### src/logic/kbm_pkg.sv
// Purpose: constants of the keyboard host mailbox
// Assumes: 250 MHz system clock
// Notes:   offsets, fields, reset values, timing
package kbm_pkg;
  // ----------------------------------------
  // host addresses (full byte address)
  // ----------------------------------------
  localparam logic [7:0] MAILBOX_DATA_PORT    = 8'h60;
  localparam logic [7:0] MAILBOX_CONTROL_PORT = 8'h64;
  localparam int         ADDR_BIT_TWO         = 2;
  // ----------------------------------------
  // status fields
  // ----------------------------------------
  localparam int         ST_OUTF     = 0;
  localparam int         ST_INF      = 1;
  localparam int         ST_CD       = 3;
  localparam logic [7:0] ST_USER_MSK = 8'hF4;
  localparam logic [7:0] ST_RESET    = 8'h00;
  // ----------------------------------------
  // port 2 bit positions and reset value
  // ----------------------------------------
  localparam int         P2_GATE_A20 = 1;
  localparam int         P2_MS_DAT   = 2;
  localparam int         P2_MS_CLK   = 3;
  localparam int         P2_KBD_IRQ  = 4;
  localparam int         P2_AUX_IRQ  = 5;
  localparam int         P2_KB_CLK   = 6;
  localparam int         P2_KB_DAT   = 7;
  // pins low, irq bits low, a20 low after reset
  localparam logic [7:0] P2_RESET    = 8'hCC;
  // ----------------------------------------
  // port 1 quasi pins: bits 7, 6, 2
  // ----------------------------------------
  localparam int         P1_QA       = 7;
  localparam int         P1_QB       = 6;
  localparam int         P1_QC       = 2;
  localparam logic [7:0] P1_RESET    = 8'hFF;
  // ----------------------------------------
  // timing
  // ----------------------------------------
  localparam int CLK_MHZ       = 250;
  localparam int QUASI_HOLD_NS = 500;
  localparam int QUASI_HOLD_CYC = (QUASI_HOLD_NS * CLK_MHZ) / 1000;
  localparam int QCNT_W        = 8;
  localparam int FIFO_DEPTH    = 16;
  localparam int FIFO_WIDTH    = 8;
  // power states
  typedef enum logic [1:0] {PWR_RUN, PWR_HALT, PWR_STOP} kbm_pwr_e;
endpackage : kbm_pkg

### src/logic/kbm_mailbox.sv
// Purpose: host mailbox, irq lines and port pins of the keyboard controller
// Assumes: all inputs but arst_n_in synchronous to clk_sys_in
// Notes:   cpu output bytes pass a 16 word FIFO before the output register

// ----------------------------------------
// generic FIFO, flip-flop storage
// ----------------------------------------
module kbm_fifo #(
  parameter int WIDTH = 8,
  parameter int DEPTH = 16
) (
  // clock and reset
  input  wire logic             clk_sys_in,
  input  wire logic             rst_n_in,
  // fill side
  input  wire logic             push_valid_in,
  output logic                  push_ready_out,
  input  wire logic [WIDTH-1:0] push_data_in,
  // drain side
  output logic                  pop_valid_out,
  input  wire logic             pop_ready_in,
  output logic      [WIDTH-1:0] pop_data_out
);
  localparam int AW = $clog2(DEPTH);
  // storage and pointers
  logic [WIDTH-1:0] mem [DEPTH];
  logic [AW-1:0]    wr_ptr;
  logic [AW-1:0]    rd_ptr;
  logic [AW:0]      count;
  // handshake decode
  wire do_push = push_valid_in & push_ready_out;
  wire do_pop  = pop_valid_out & pop_ready_in;

  // honest full and empty from the count
  assign push_ready_out = (count != (AW+1)'(DEPTH));
  assign pop_valid_out  = (count != '0);
  assign pop_data_out   = mem[rd_ptr];

  // storage write, no reset needed on data
  always_ff @(posedge clk_sys_in) begin
    if (do_push) begin
      mem[wr_ptr] <= push_data_in;
    end
  end

  // pointers and occupancy
  always_ff @(posedge clk_sys_in or negedge rst_n_in) begin
    if (!rst_n_in) begin
      wr_ptr <= '0;
      rd_ptr <= '0;
      count  <= '0;
    end else begin
      if (do_push) begin
        wr_ptr <= AW'(wr_ptr + 1'b1);
      end
      if (do_pop) begin
        rd_ptr <= AW'(rd_ptr + 1'b1);
      end
      count <= (AW+1)'(count + do_push - do_pop);
    end
  end
endmodule : kbm_fifo

// ----------------------------------------
// top: mailbox, flags, pins, power modes
// ----------------------------------------
module kbm_mailbox (
  // clock and reset
  input  wire logic       clk_sys_in,
  input  wire logic       arst_n_in,
  // host I/O port
  input  wire logic       host_cs_in,
  input  wire logic       host_wr_in,
  input  wire logic       host_rd_in,
  input  wire logic [7:0] host_addr_in,
  input  wire logic [7:0] host_wdata_in,
  output logic      [7:0] host_rdata_out,
  // embedded cpu: mailbox
  input  wire logic       cpu_out_valid_in,
  output logic            cpu_out_ready_out,
  input  wire logic [7:0] cpu_out_data_in,
  input  wire logic       cpu_in_read_in,
  output logic      [7:0] cpu_input_mailbox_out,
  input  wire logic       cpu_status_we_in,
  input  wire logic [7:0] cpu_status_in,
  output logic      [7:0] cpu_status_out,
  // embedded cpu: ports and modes
  input  wire logic       cpu_port2_we_in,
  input  wire logic [7:0] cpu_port2_in,
  input  wire logic       cpu_port1_we_in,
  input  wire logic [7:0] cpu_port1_in,
  input  wire logic       en_flags_cmd_in,
  input  wire logic       open_drain_in,
  input  wire logic       ibf_int_en_in,
  input  wire logic       tmr_int_en_in,
  input  wire logic       timer_ovf_in,
  input  wire logic       halt_cmd_in,
  input  wire logic       stop_cmd_in,
  // embedded cpu: interrupts and clocks
  output logic            input_full_cpu_interrupt_out,
  output logic            timer_cpu_interrupt_out,
  output logic            resume_call_out,
  output logic            alu_clk_en_out,
  output logic            osc_en_out,
  // host interrupt lines and gate
  output logic            kbd_interrupt_out,
  output logic            aux_interrupt_out,
  output logic            gate_a20_out,
  // quasi pins a, b, c (bit 2 = a)
  output logic      [2:0] quasi_pin_out,
  output logic      [2:0] quasi_pin_oe_out,
  // keyboard and mouse open-drain pins
  input  wire logic       keyboard_clock_pin_in,
  input  wire logic       keyboard_data_pin_in,
  input  wire logic       mouse_clock_pin_in,
  input  wire logic       mouse_data_pin_in,
  output logic      [3:0] kbms_pin_out,
  output logic      [3:0] kbms_pin_oe_out,
  // pin readback towards the cpu
  output logic            test_input_zero_out,
  output logic            test_input_one_out,
  output logic            port1_bit_zero_out,
  output logic            port1_bit_one_out
);
  import kbm_pkg::*;

  // ----------------------------------------
  // reset release
  // ----------------------------------------
  logic       rst_meta;     // first stage
  logic       rst_n;        // released copy

  // two-stage release; assert is asynchronous
  always_ff @(posedge clk_sys_in or negedge arst_n_in) begin
    if (!arst_n_in) begin
      rst_meta <= 1'b0;
      rst_n    <= 1'b0;
    end else begin
      rst_meta <= 1'b1;
      rst_n    <= rst_meta;
    end
  end

  // ----------------------------------------
  // state
  // ----------------------------------------
  logic [7:0] in_reg;       // input mailbox
  logic [7:0] out_reg;      // output register
  logic [7:0] status;       // host status
  logic [7:0] port2;        // cpu port 2
  logic [7:0] port1;        // cpu port 1
  logic       en_flags;     // sticky flag mode
  kbm_pwr_e   pwr;          // power mode
  kbm_pwr_e   next_pwr;     // power mode next
  logic [QCNT_W-1:0] qcnt [3]; // drive-high timers

  // ----------------------------------------
  // host decode
  // ----------------------------------------
  // full address selects data or command port; host_addr bit two sets the command flag
  wire sel_data = host_cs_in & (host_addr_in == MAILBOX_DATA_PORT);
  wire sel_ctl  = host_cs_in & (host_addr_in == MAILBOX_CONTROL_PORT);
  wire host_wr  = (sel_data | sel_ctl) & host_wr_in;
  wire data_rd  = sel_data & host_rd_in;
  wire ctl_rd   = sel_ctl & host_rd_in;
  wire host_address_bit_two = host_addr_in[ADDR_BIT_TWO];

  // ----------------------------------------
  // cpu output fifo
  // ----------------------------------------
  wire       drain_valid;
  wire [7:0] drain_data;
  // drain only into an empty output register, so
  // cpu bytes are never overwritten unread
  wire       drain_ready = ~status[ST_OUTF];
  wire       outf_load   = drain_valid & drain_ready;

  kbm_fifo #(
    .WIDTH (FIFO_WIDTH),
    .DEPTH (FIFO_DEPTH)
  ) u_out_fifo (
    .clk_sys_in     (clk_sys_in),
    .rst_n_in       (rst_n),
    .push_valid_in  (cpu_out_valid_in),
    .push_ready_out (cpu_out_ready_out),
    .push_data_in   (cpu_out_data_in),
    .pop_valid_out  (drain_valid),
    .pop_ready_in   (drain_ready),
    .pop_data_out   (drain_data)
  );

  // ----------------------------------------
  // status next value
  // ----------------------------------------
  logic [7:0] next_status;

  always_comb begin
    next_status = status;
    // cpu rewrites user bits only
    if (cpu_status_we_in) begin
      next_status = (status & ~ST_USER_MSK) | (cpu_status_in & ST_USER_MSK);
    end
    if (cpu_in_read_in) begin
      next_status[ST_INF] = 1'b0;
    end
    if (data_rd) begin
      next_status[ST_OUTF] = 1'b0;
    end
    if (outf_load) begin
      next_status[ST_OUTF] = 1'b1;
    end
    if (host_wr) begin
      next_status[ST_INF] = 1'b1;
      next_status[ST_CD]  = host_address_bit_two;
    end
  end

  // ----------------------------------------
  // mailbox registers
  // ----------------------------------------
  // status cleared on reset
  always_ff @(posedge clk_sys_in or negedge rst_n) begin
    if (!rst_n) begin
      status <= ST_RESET;
    end else begin
      status <= next_status;
    end
  end

  // data registers; both cleared on reset
  always_ff @(posedge clk_sys_in or negedge rst_n) begin
    if (!rst_n) begin
      in_reg  <= '0;
      out_reg <= '0;
    end else begin
      if (host_wr) begin
        in_reg <= host_wdata_in;
      end
      if (outf_load) begin
        out_reg <= drain_data;
      end
    end
  end

  // host read data, registered one cycle
  always_ff @(posedge clk_sys_in or negedge rst_n) begin
    if (!rst_n) begin
      host_rdata_out <= '0;
    end else if (data_rd) begin
      host_rdata_out <= out_reg;
    end else if (ctl_rd) begin
      host_rdata_out <= status;
    end
  end

  assign cpu_status_out        = status;
  assign cpu_input_mailbox_out = in_reg;

  // ----------------------------------------
  // cpu ports and flag mode
  // ----------------------------------------
  always_ff @(posedge clk_sys_in or negedge rst_n) begin
    if (!rst_n) begin
      port2    <= P2_RESET;
      port1    <= P1_RESET;
      en_flags <= 1'b0;
    end else begin
      if (cpu_port2_we_in) begin
        port2 <= cpu_port2_in;
      end
      if (cpu_port1_we_in) begin
        port1 <= cpu_port1_in;
      end
      // once set, only reset leaves flag mode
      if (en_flags_cmd_in) begin
        en_flags <= 1'b1;
      end
    end
  end

  // ----------------------------------------
  // host interrupt lines
  // ----------------------------------------
  // gated out-full and input-empty
  wire kbd_flag = port2[P2_KBD_IRQ] & status[ST_OUTF];
  wire aux_flag = port2[P2_AUX_IRQ] & ~status[ST_INF];

  assign kbd_interrupt_out = en_flags ? kbd_flag : port2[P2_KBD_IRQ];
  assign aux_interrupt_out = en_flags ? aux_flag : port2[P2_AUX_IRQ];
  assign gate_a20_out      = port2[P2_GATE_A20];

  // ----------------------------------------
  // cpu interrupts
  // ----------------------------------------
  // two sources only
  assign input_full_cpu_interrupt_out = status[ST_INF] & ibf_int_en_in;
  assign timer_cpu_interrupt_out      = timer_ovf_in & tmr_int_en_in;

  // ----------------------------------------
  // quasi-bidirectional pins
  // ----------------------------------------
  wire [2:0] qbits = {port1[P1_QA], port1[P1_QB], port1[P1_QC]};
  logic [2:0] qbits_q;      // last port value
  wire  [2:0] qrise = qbits & ~qbits_q; // drive high at once, before the timer loads

  always_ff @(posedge clk_sys_in or negedge rst_n) begin
    if (!rst_n) begin
      qbits_q <= {P1_RESET[P1_QA], P1_RESET[P1_QB], P1_RESET[P1_QC]}; // idle level, no false rise
      for (int i = 0; i < 3; i++) begin
        qcnt[i] <= '0;
      end
    end else begin
      qbits_q <= qbits;
      for (int i = 0; i < 3; i++) begin
        if (qrise[i]) begin
          qcnt[i] <= QCNT_W'(QUASI_HOLD_CYC - 1); // rise cycle already drove
        end else if (qcnt[i] != '0) begin
          qcnt[i] <= QCNT_W'(qcnt[i] - 1'b1);
        end
      end
    end
  end

  // drive low on zero, strong high while timer runs
  always_comb begin
    for (int i = 0; i < 3; i++) begin
      quasi_pin_out[i] = qbits[i] & ~open_drain_in;
      if (open_drain_in) begin
        quasi_pin_oe_out[i] = ~qbits[i];
      end else begin
        quasi_pin_oe_out[i] = ~qbits[i] | qrise[i] | (qcnt[i] != '0);
      end
    end
  end

  // ----------------------------------------
  // keyboard and mouse pins
  // ----------------------------------------
  // inverted open drain
  // order: keyboard clock, keyboard data, mouse clock, mouse data
  assign kbms_pin_out    = '0;
  assign kbms_pin_oe_out = {port2[P2_KB_CLK], port2[P2_KB_DAT],
                            port2[P2_MS_CLK], port2[P2_MS_DAT]};
  assign test_input_zero_out = keyboard_clock_pin_in;
  assign port1_bit_zero_out  = keyboard_data_pin_in;
  assign test_input_one_out  = mouse_clock_pin_in;
  assign port1_bit_one_out   = mouse_data_pin_in;

  // ----------------------------------------
  // power modes
  // ----------------------------------------
  always_comb begin
    next_pwr = pwr;
    case (pwr)
      PWR_RUN: begin
        if (stop_cmd_in) begin
          next_pwr = PWR_STOP;
        end else if (halt_cmd_in) begin
          next_pwr = PWR_HALT;
        end
      end
      PWR_HALT, PWR_STOP: begin
        if (host_wr) begin
          next_pwr = PWR_RUN;
        end
      end
      default: begin
        next_pwr = PWR_RUN;
      end
    endcase
  end

  // reset always returns to run mode
  always_ff @(posedge clk_sys_in or negedge rst_n) begin
    if (!rst_n) begin
      pwr             <= PWR_RUN;
      resume_call_out <= 1'b0;
    end else begin
      pwr             <= next_pwr;
      // wake with input-full interrupt enabled calls the routine
      resume_call_out <= (pwr != PWR_RUN) & host_wr & ibf_int_en_in;
    end
  end

  assign alu_clk_en_out = (pwr == PWR_RUN);
  assign osc_en_out     = (pwr != PWR_STOP);

endmodule : kbm_mailbox

### config.mk
export PLATFORM = sky130hd
export DESIGN_NAME = kbm_mailbox
export DESIGN_NICKNAME = d
export VERILOG_FILES = /design/src/logic/kbm_pkg.sv /design/src/logic/kbm_mailbox.sv
export SDC_FILE = /design/constraint.sdc
export NUM_CORES = 1
export LEC_CHECK = 0
export BUFFER_PORTS_ARGS = -buffer_cell sky130_fd_sc_hd__buf_2
export CELL_PAD_IN_SITES_DETAIL_PLACEMENT = 0
export CELL_PAD_IN_SITES_GLOBAL_PLACEMENT = 1
export CORE_ASPECT_RATIO = 0.75
export CORE_MARGIN = 2
export CORE_UTILIZATION = 52
export CTS_CLUSTER_DIAMETER = 120
export DETAILED_ROUTE_END_ITERATION = 12
export PLACE_DENSITY = 0.85
export REMOVE_ABC_BUFFERS = 1
export SLEW_MARGIN = 10
export SYNTH_ARGS = -nofsm -noshare
export SYNTH_HDL_FRONTEND = slang
export SYNTH_SLANG_ARGS = --single-unit
### constraint.sdc
create_clock -name clk_sys_in -period 4 [get_ports clk_sys_in]
set_clock_uncertainty 0.1 [all_clocks]
set_input_delay 0.4 -clock clk_sys_in [delete_from_list [all_inputs] [get_ports clk_sys_in]]
set_output_delay 0.4 -clock clk_sys_in [all_outputs]
set_load 0.02 [all_outputs]
Word-level counts from Yosys, hierarchy flattened. Memory sizes are Yosys's and may differ from the RTL's. A register that Yosys moved wholly into a read port is not among the register bits. Cells that the tools add are included.

Word-level logic and storage cells: 109. Output and inout port bits: 51. Bits in registers: 86. Memories kept: 1. Memory bits (writable): 128. Bits of input ports: 69.

Memories: u_out_fifo.mem (depth 16, bits a word 8, rd ports 1, clocked after Yosys merged registers in 1, write ports 1, RTL line kbm_mailbox.sv:26) `logic [WIDTH-1:0] mem [DEPTH];`.

Add/sub/neg operators: 7. Equality and inequality tests: 8. Bitwise gates (word level): 32. Mux-type cells: 25. Reductions and logical operators: 16.

Operators by type and width (number): 2-to-1 mux 8 bit (8); nonzero test 8 bit (3); subtractor 8 x 1 -> 8 bit, second input constant (3); AND 1 bit (16); equality test 8 x 7 -> 1 bit, second input constant (2); 2-to-1 mux 1 bit (12); nonzero test 2 bit (6); adder 4 x 1 -> 4 bit, second input constant (2); OR 4 x 8 -> 8 bit (1); OR 1 bit (7); 2-to-1 mux 2 bit (3); inverter 1 bit (6); nonzero test 3 bit (2); adder 5 x 1 -> 5 bit (1); != test 5 bit, second input constant (1); nonzero test 5 bit (1); subtractor 5 x 1 -> 5 bit (1); 2-to-1 mux 4 bit (1); != test 2 bit, second input constant (2); one-hot mux 2 bit (2 select lines) (1); AND 3 bit (1); != test 3 bit, second input constant (1); inverter 3 bit (1); equality test 2 x 1 -> 1 bit, second input constant (1); 5 further kinds (5).

Longest topological paths before layout.
Depth after elaboration: 6. Mapped depth: 13. Mapped depth without buffers: 13.

Cells and area by module. Synthesis repeated with hierarchy kept, for this count alone.

Cells, all modules: 626. Area total of the unflattened synthesis: 9349.0 µm².

By module, submodules not included: kbm_fifo (instances 1, cells an instance 321, area an instance 5748.0 µm², seq. area each 4169.0 µm²); kbm_mailbox (instances 1, cells an instance 305, area an instance 3601.0 µm², seq. area each 1889.3 µm²).

Worst setup path after synthesis. No wires, ideal clock.

Path kind: register to register. Start point: reg u_out_fifo.count[3]. End point: reg u_out_fifo.count[4]. Path slack: 1468 ps. Library setup time: 123 ps. Arrival time: 2309 ps. Cell stages (with the launch flop): 12. Data required time: 3777 ps. Path buffers: 0. Period minus slack after synthesis: 2532 ps. Path through: dfrtp_1 -> inv_1 -> ha_1 -> nand4bb_1 -> nand2_1 -> clkinv_1 -> ha_1 -> fa_1 -> a21oi_1 -> nor2_1 -> nor2_1 -> xnor2_1.

Word-level cells in the longest chain between the ends: 4. Elaborated cells on any way between the ends: 6. Those cells by class: 2 x add/sub; 1 x eq/ne; 2 x bitwise; 1 x reduce/logical.

RTL lines: start, declared (RTL line kbm_mailbox.sv:29) `logic [AW:0] count;`; start signal, assigned (RTL line kbm_mailbox.sv:59) `count <= (AW+1)'(count + do_push - do_pop);`; != test 5 bit (RTL line kbm_mailbox.sv:35) `assign push_ready_out = (count != (AW+1)'(DEPTH));`; via cpu_out_ready_out (RTL line kbm_mailbox.sv:80) `output logic cpu_out_ready_out,`; AND 1 bit (RTL line kbm_mailbox.sv:31) `wire do_push = push_valid_in & push_ready_out;`; via u_out_fifo.do_push (RTL line kbm_mailbox.sv:31); adder 5 x 1 -> 5 bit (RTL line kbm_mailbox.sv:59); subtractor 5 x 1 -> 5 bit (RTL line kbm_mailbox.sv:59).

The timed path passes the listed nets, and every way through them passes these cells. A chain may end at the register's enable or synchronous reset.

Worst setup path in the final report.
Start point: reg u_out_fifo.count[2]. End point: reg u_out_fifo.count[4].

Elaborated cells on any way between the ends: 6. Those cells by class: 2 x add/sub; 1 x eq/ne; 2 x bitwise; 1 x reduce/logical.

RTL lines: nonzero test 5 bit (RTL line kbm_mailbox.sv:36) `assign pop_valid_out = (count != '0);`; AND 1 bit; via outf_load (RTL line kbm_mailbox.sv:176) `wire outf_load = drain_valid & drain_ready;`; subtractor 5 x 1 -> 5 bit (RTL line kbm_mailbox.sv:59).

The timed path passes the listed nets, and every way through them passes these cells.

==> summary.txt <==
run status = completed
clock latency on the worst-skew pair = 0.50 ns
Buffers on Ports = 98
fin crit share = 76.57%
clock root buffer = clkbuf_16
gp weighted congestion = 0.7816
Post-CTS Setup Bufs = 0
DR vias = 5118
Crit Path Class = reg2reg
Max clock buf depth = 3
Synth area leaders = edfxtp_1, dfrtp_1, mux4_2, mux2_2, dfstp_2
most frequent cell after synthesis = edfxtp_1
Die W = 156.4 um
max-slew violations = 0
Routed WL = 17590 um
Distinct cells, synth = 52
RSZ-0062 raised after global routing = false
footprint of the multi-input gates = 2698 um^2
upper clock frequency limit = 326.5 MHz
# Max-Cap Violations = 0
Core Rows = 41
Mapped Area = 9064 um^2
Remaining DRCs = 0
TritonRoute pass-1 iters = 5
Final HPWL DP = 11670 um
Hold WC Path Type = in2reg
yosys warns = 0
PwrDens = 594.8 nW/um^2
worst slew pin tran = 0.9308 ns
Initial Util = 53.54%
layout overhead on the synthesized area = 14.50%
layout cells sized above 1 = 31.56%
Reg clk slew, reported paths = 0.06 ns
relative slew slack = 37.72%
sequential area share after synthesis = 66.84%
Critical Path Fanout Max = 20
list of most frequent post-synthesis cells = edfxtp_1, dfrtp_1, inv_1, mux4_2, mux2_2
peak supply drop = 342.5 uV
largest net degree at the start of global routing = 61
global route overflow = 0
diodes inserted = 0
number of flops mapped to enable cells by yosys = 128
Chip Height = 118.3 um
Net count, final = 765
setup_tns = 0 ns
register area = 6063 um^2
I/O pin count = 120
Routed wire per std cell = 19.35 um
Core Area = 16930 um^2
arrival time at the worst endpoint = 3.37 ns
Final Hold Fails = 0
CTS hold repair buffers = 2
Via density = 5.630
Worst Path Required = 4.31 ns
final setup fails = 0
largest reg by FF count = u_out_fifo.mem
CTS tree = yes
DRT iter0 DRCs = 368
max FFs per register = 128
Worst R2R Setup Slack = 0.94 ns
vias in the first global route = 5081
worst hold slack = 0.03652 ns
Post-synth top flop = edfxtp_1
Final Power = 0.006173 W
FILL cells = 1254
Crit. End Element = register
die area = 18510 um^2
initial antenna violation count = 0
Yosys reg bits = 216
Tot GR Track Use = 19.17%
Mapped Cells = 576
Pleak = 4.051 nW
minimum clock period = 3.063 ns
Largest regs = u_out_fifo.mem (128), qcnt (24)
Num CTS Buffers = 22
CTS-repair resized insts = 0
TritonCTS Sinks = 216
CTS H-tree depth = 1
top cell type's share of synthesized area = 42.41%
Startpoint Class = register
DRT antenna net count = 0
Synth async-reset ratio = 40.74%
leading area contributor after synthesis = edfxtp_1
Avg Inst Size Synth = 15.74 um^2
first-pass GRT wire length = 27460 um
metal layers:
metal	vias up	track usage [%]	part of all wire (%)
met3	27	3.704	7.5
li1	2358	-	-
met2	198	30.53	46
met4	0	4.243	1.6
met5	-	0	0
met1	2535	27.77	45
power breakdown:
group,switching [W],internal (W),leakage [nW]
Clock,0.000805,0.00105,0.323
Sequential,0.000237,0.00271,2.20
Combinational,0.000750,0.000629,1.53
stage by stage:
step           instances  setup slack [ns]  cell area, um^2  utilization [%]
2_1_floorplan        547             1.285             8884                -
6_report             909            0.9371            10380            61.30
3_3_place_gp         868             1.072             9708            57.35
5_1_grt              909            0.7590            10380            61.30
3_5_place_dp         868            0.9623             9708            57.35
4_1_cts              909            0.9466            10380            61.30
critical path: stages (launching register included):
cell     delay (ns)
dfrtp_1        0.39
inv_1          0.09
ha_1           0.17
nor4b_1        0.25
or2_2          0.40
inv_1          0.16
ha_1           0.31
inv_1          0.04
ha_1           0.20
fa_1           0.42
a21oi_1        0.15
nor2_1         0.06
nor2_1         0.12
xnor2_1        0.13
path summary, 6_finish.rpt:
kind | end | depth (start not counted) | start
setup reg to reg | u_out_fifo.count[4] | 13 | u_out_fifo.count[2]
min in group asynchronous | rst_n | 2 | arst_n_in
setup / recovery | u_out_fifo.count[4] | 13 | u_out_fifo.count[2]
hold / removal | port1[2] | 2 | cpu_port1_in[2]
hold reg to reg | rst_n | 0 | rst_meta
max in group asynchronous | u_out_fifo.rd_ptr[0] | 1 | rst_n
cells in the final DEF (no fill, tap or decap), types with 6 or more instances in the layout:
master and instances:
edfxtp_1 128, ha_1 16, o22ai_1 8, mux4_2 32, a211oi_1 13, mux2_2 24, xnor2_1 14, o211ai_1 6
clkinv_2 6, dfrtp_1 76, nor2b_1 7, o31ai_1 7, and2_1 10, a21oi_1 19, clkinv_1 6, dfstp_2 10
buf_2 98, nand2_1 17, clkbuf_16 23, a21o_1 10, o21ai_0 8, nor2_1 22, nor4_1 8, inv_1 33
mux2i_1 16, buf_4 8
cell type report:
type	count	share of cell area (%)
flip-flops and latches	216	58.43
inverters	34	1.230
well taps	215	2.592
clock inverters	13	0.6028
multi-input cells	297	25.99
clock buffers	26	5.655
repair buffers	108	5.498
cell families (layout without fill, tap and decap cells):
group	after synthesis	count (layout)	share of synthesized area, %
muxes	72	72	12.70
other	2	5	0.08286
buffers and inverters	66	181	3.520
adders and majority gates	17	17	2.430
DFF	216	216	66.84
AOI/OAI and AO/OA	79	79	5.853
and+or+nand+nor	107	107	6.930
xor gates and xnor gates	17	17	1.643
(Power assumes the default switching activity.)
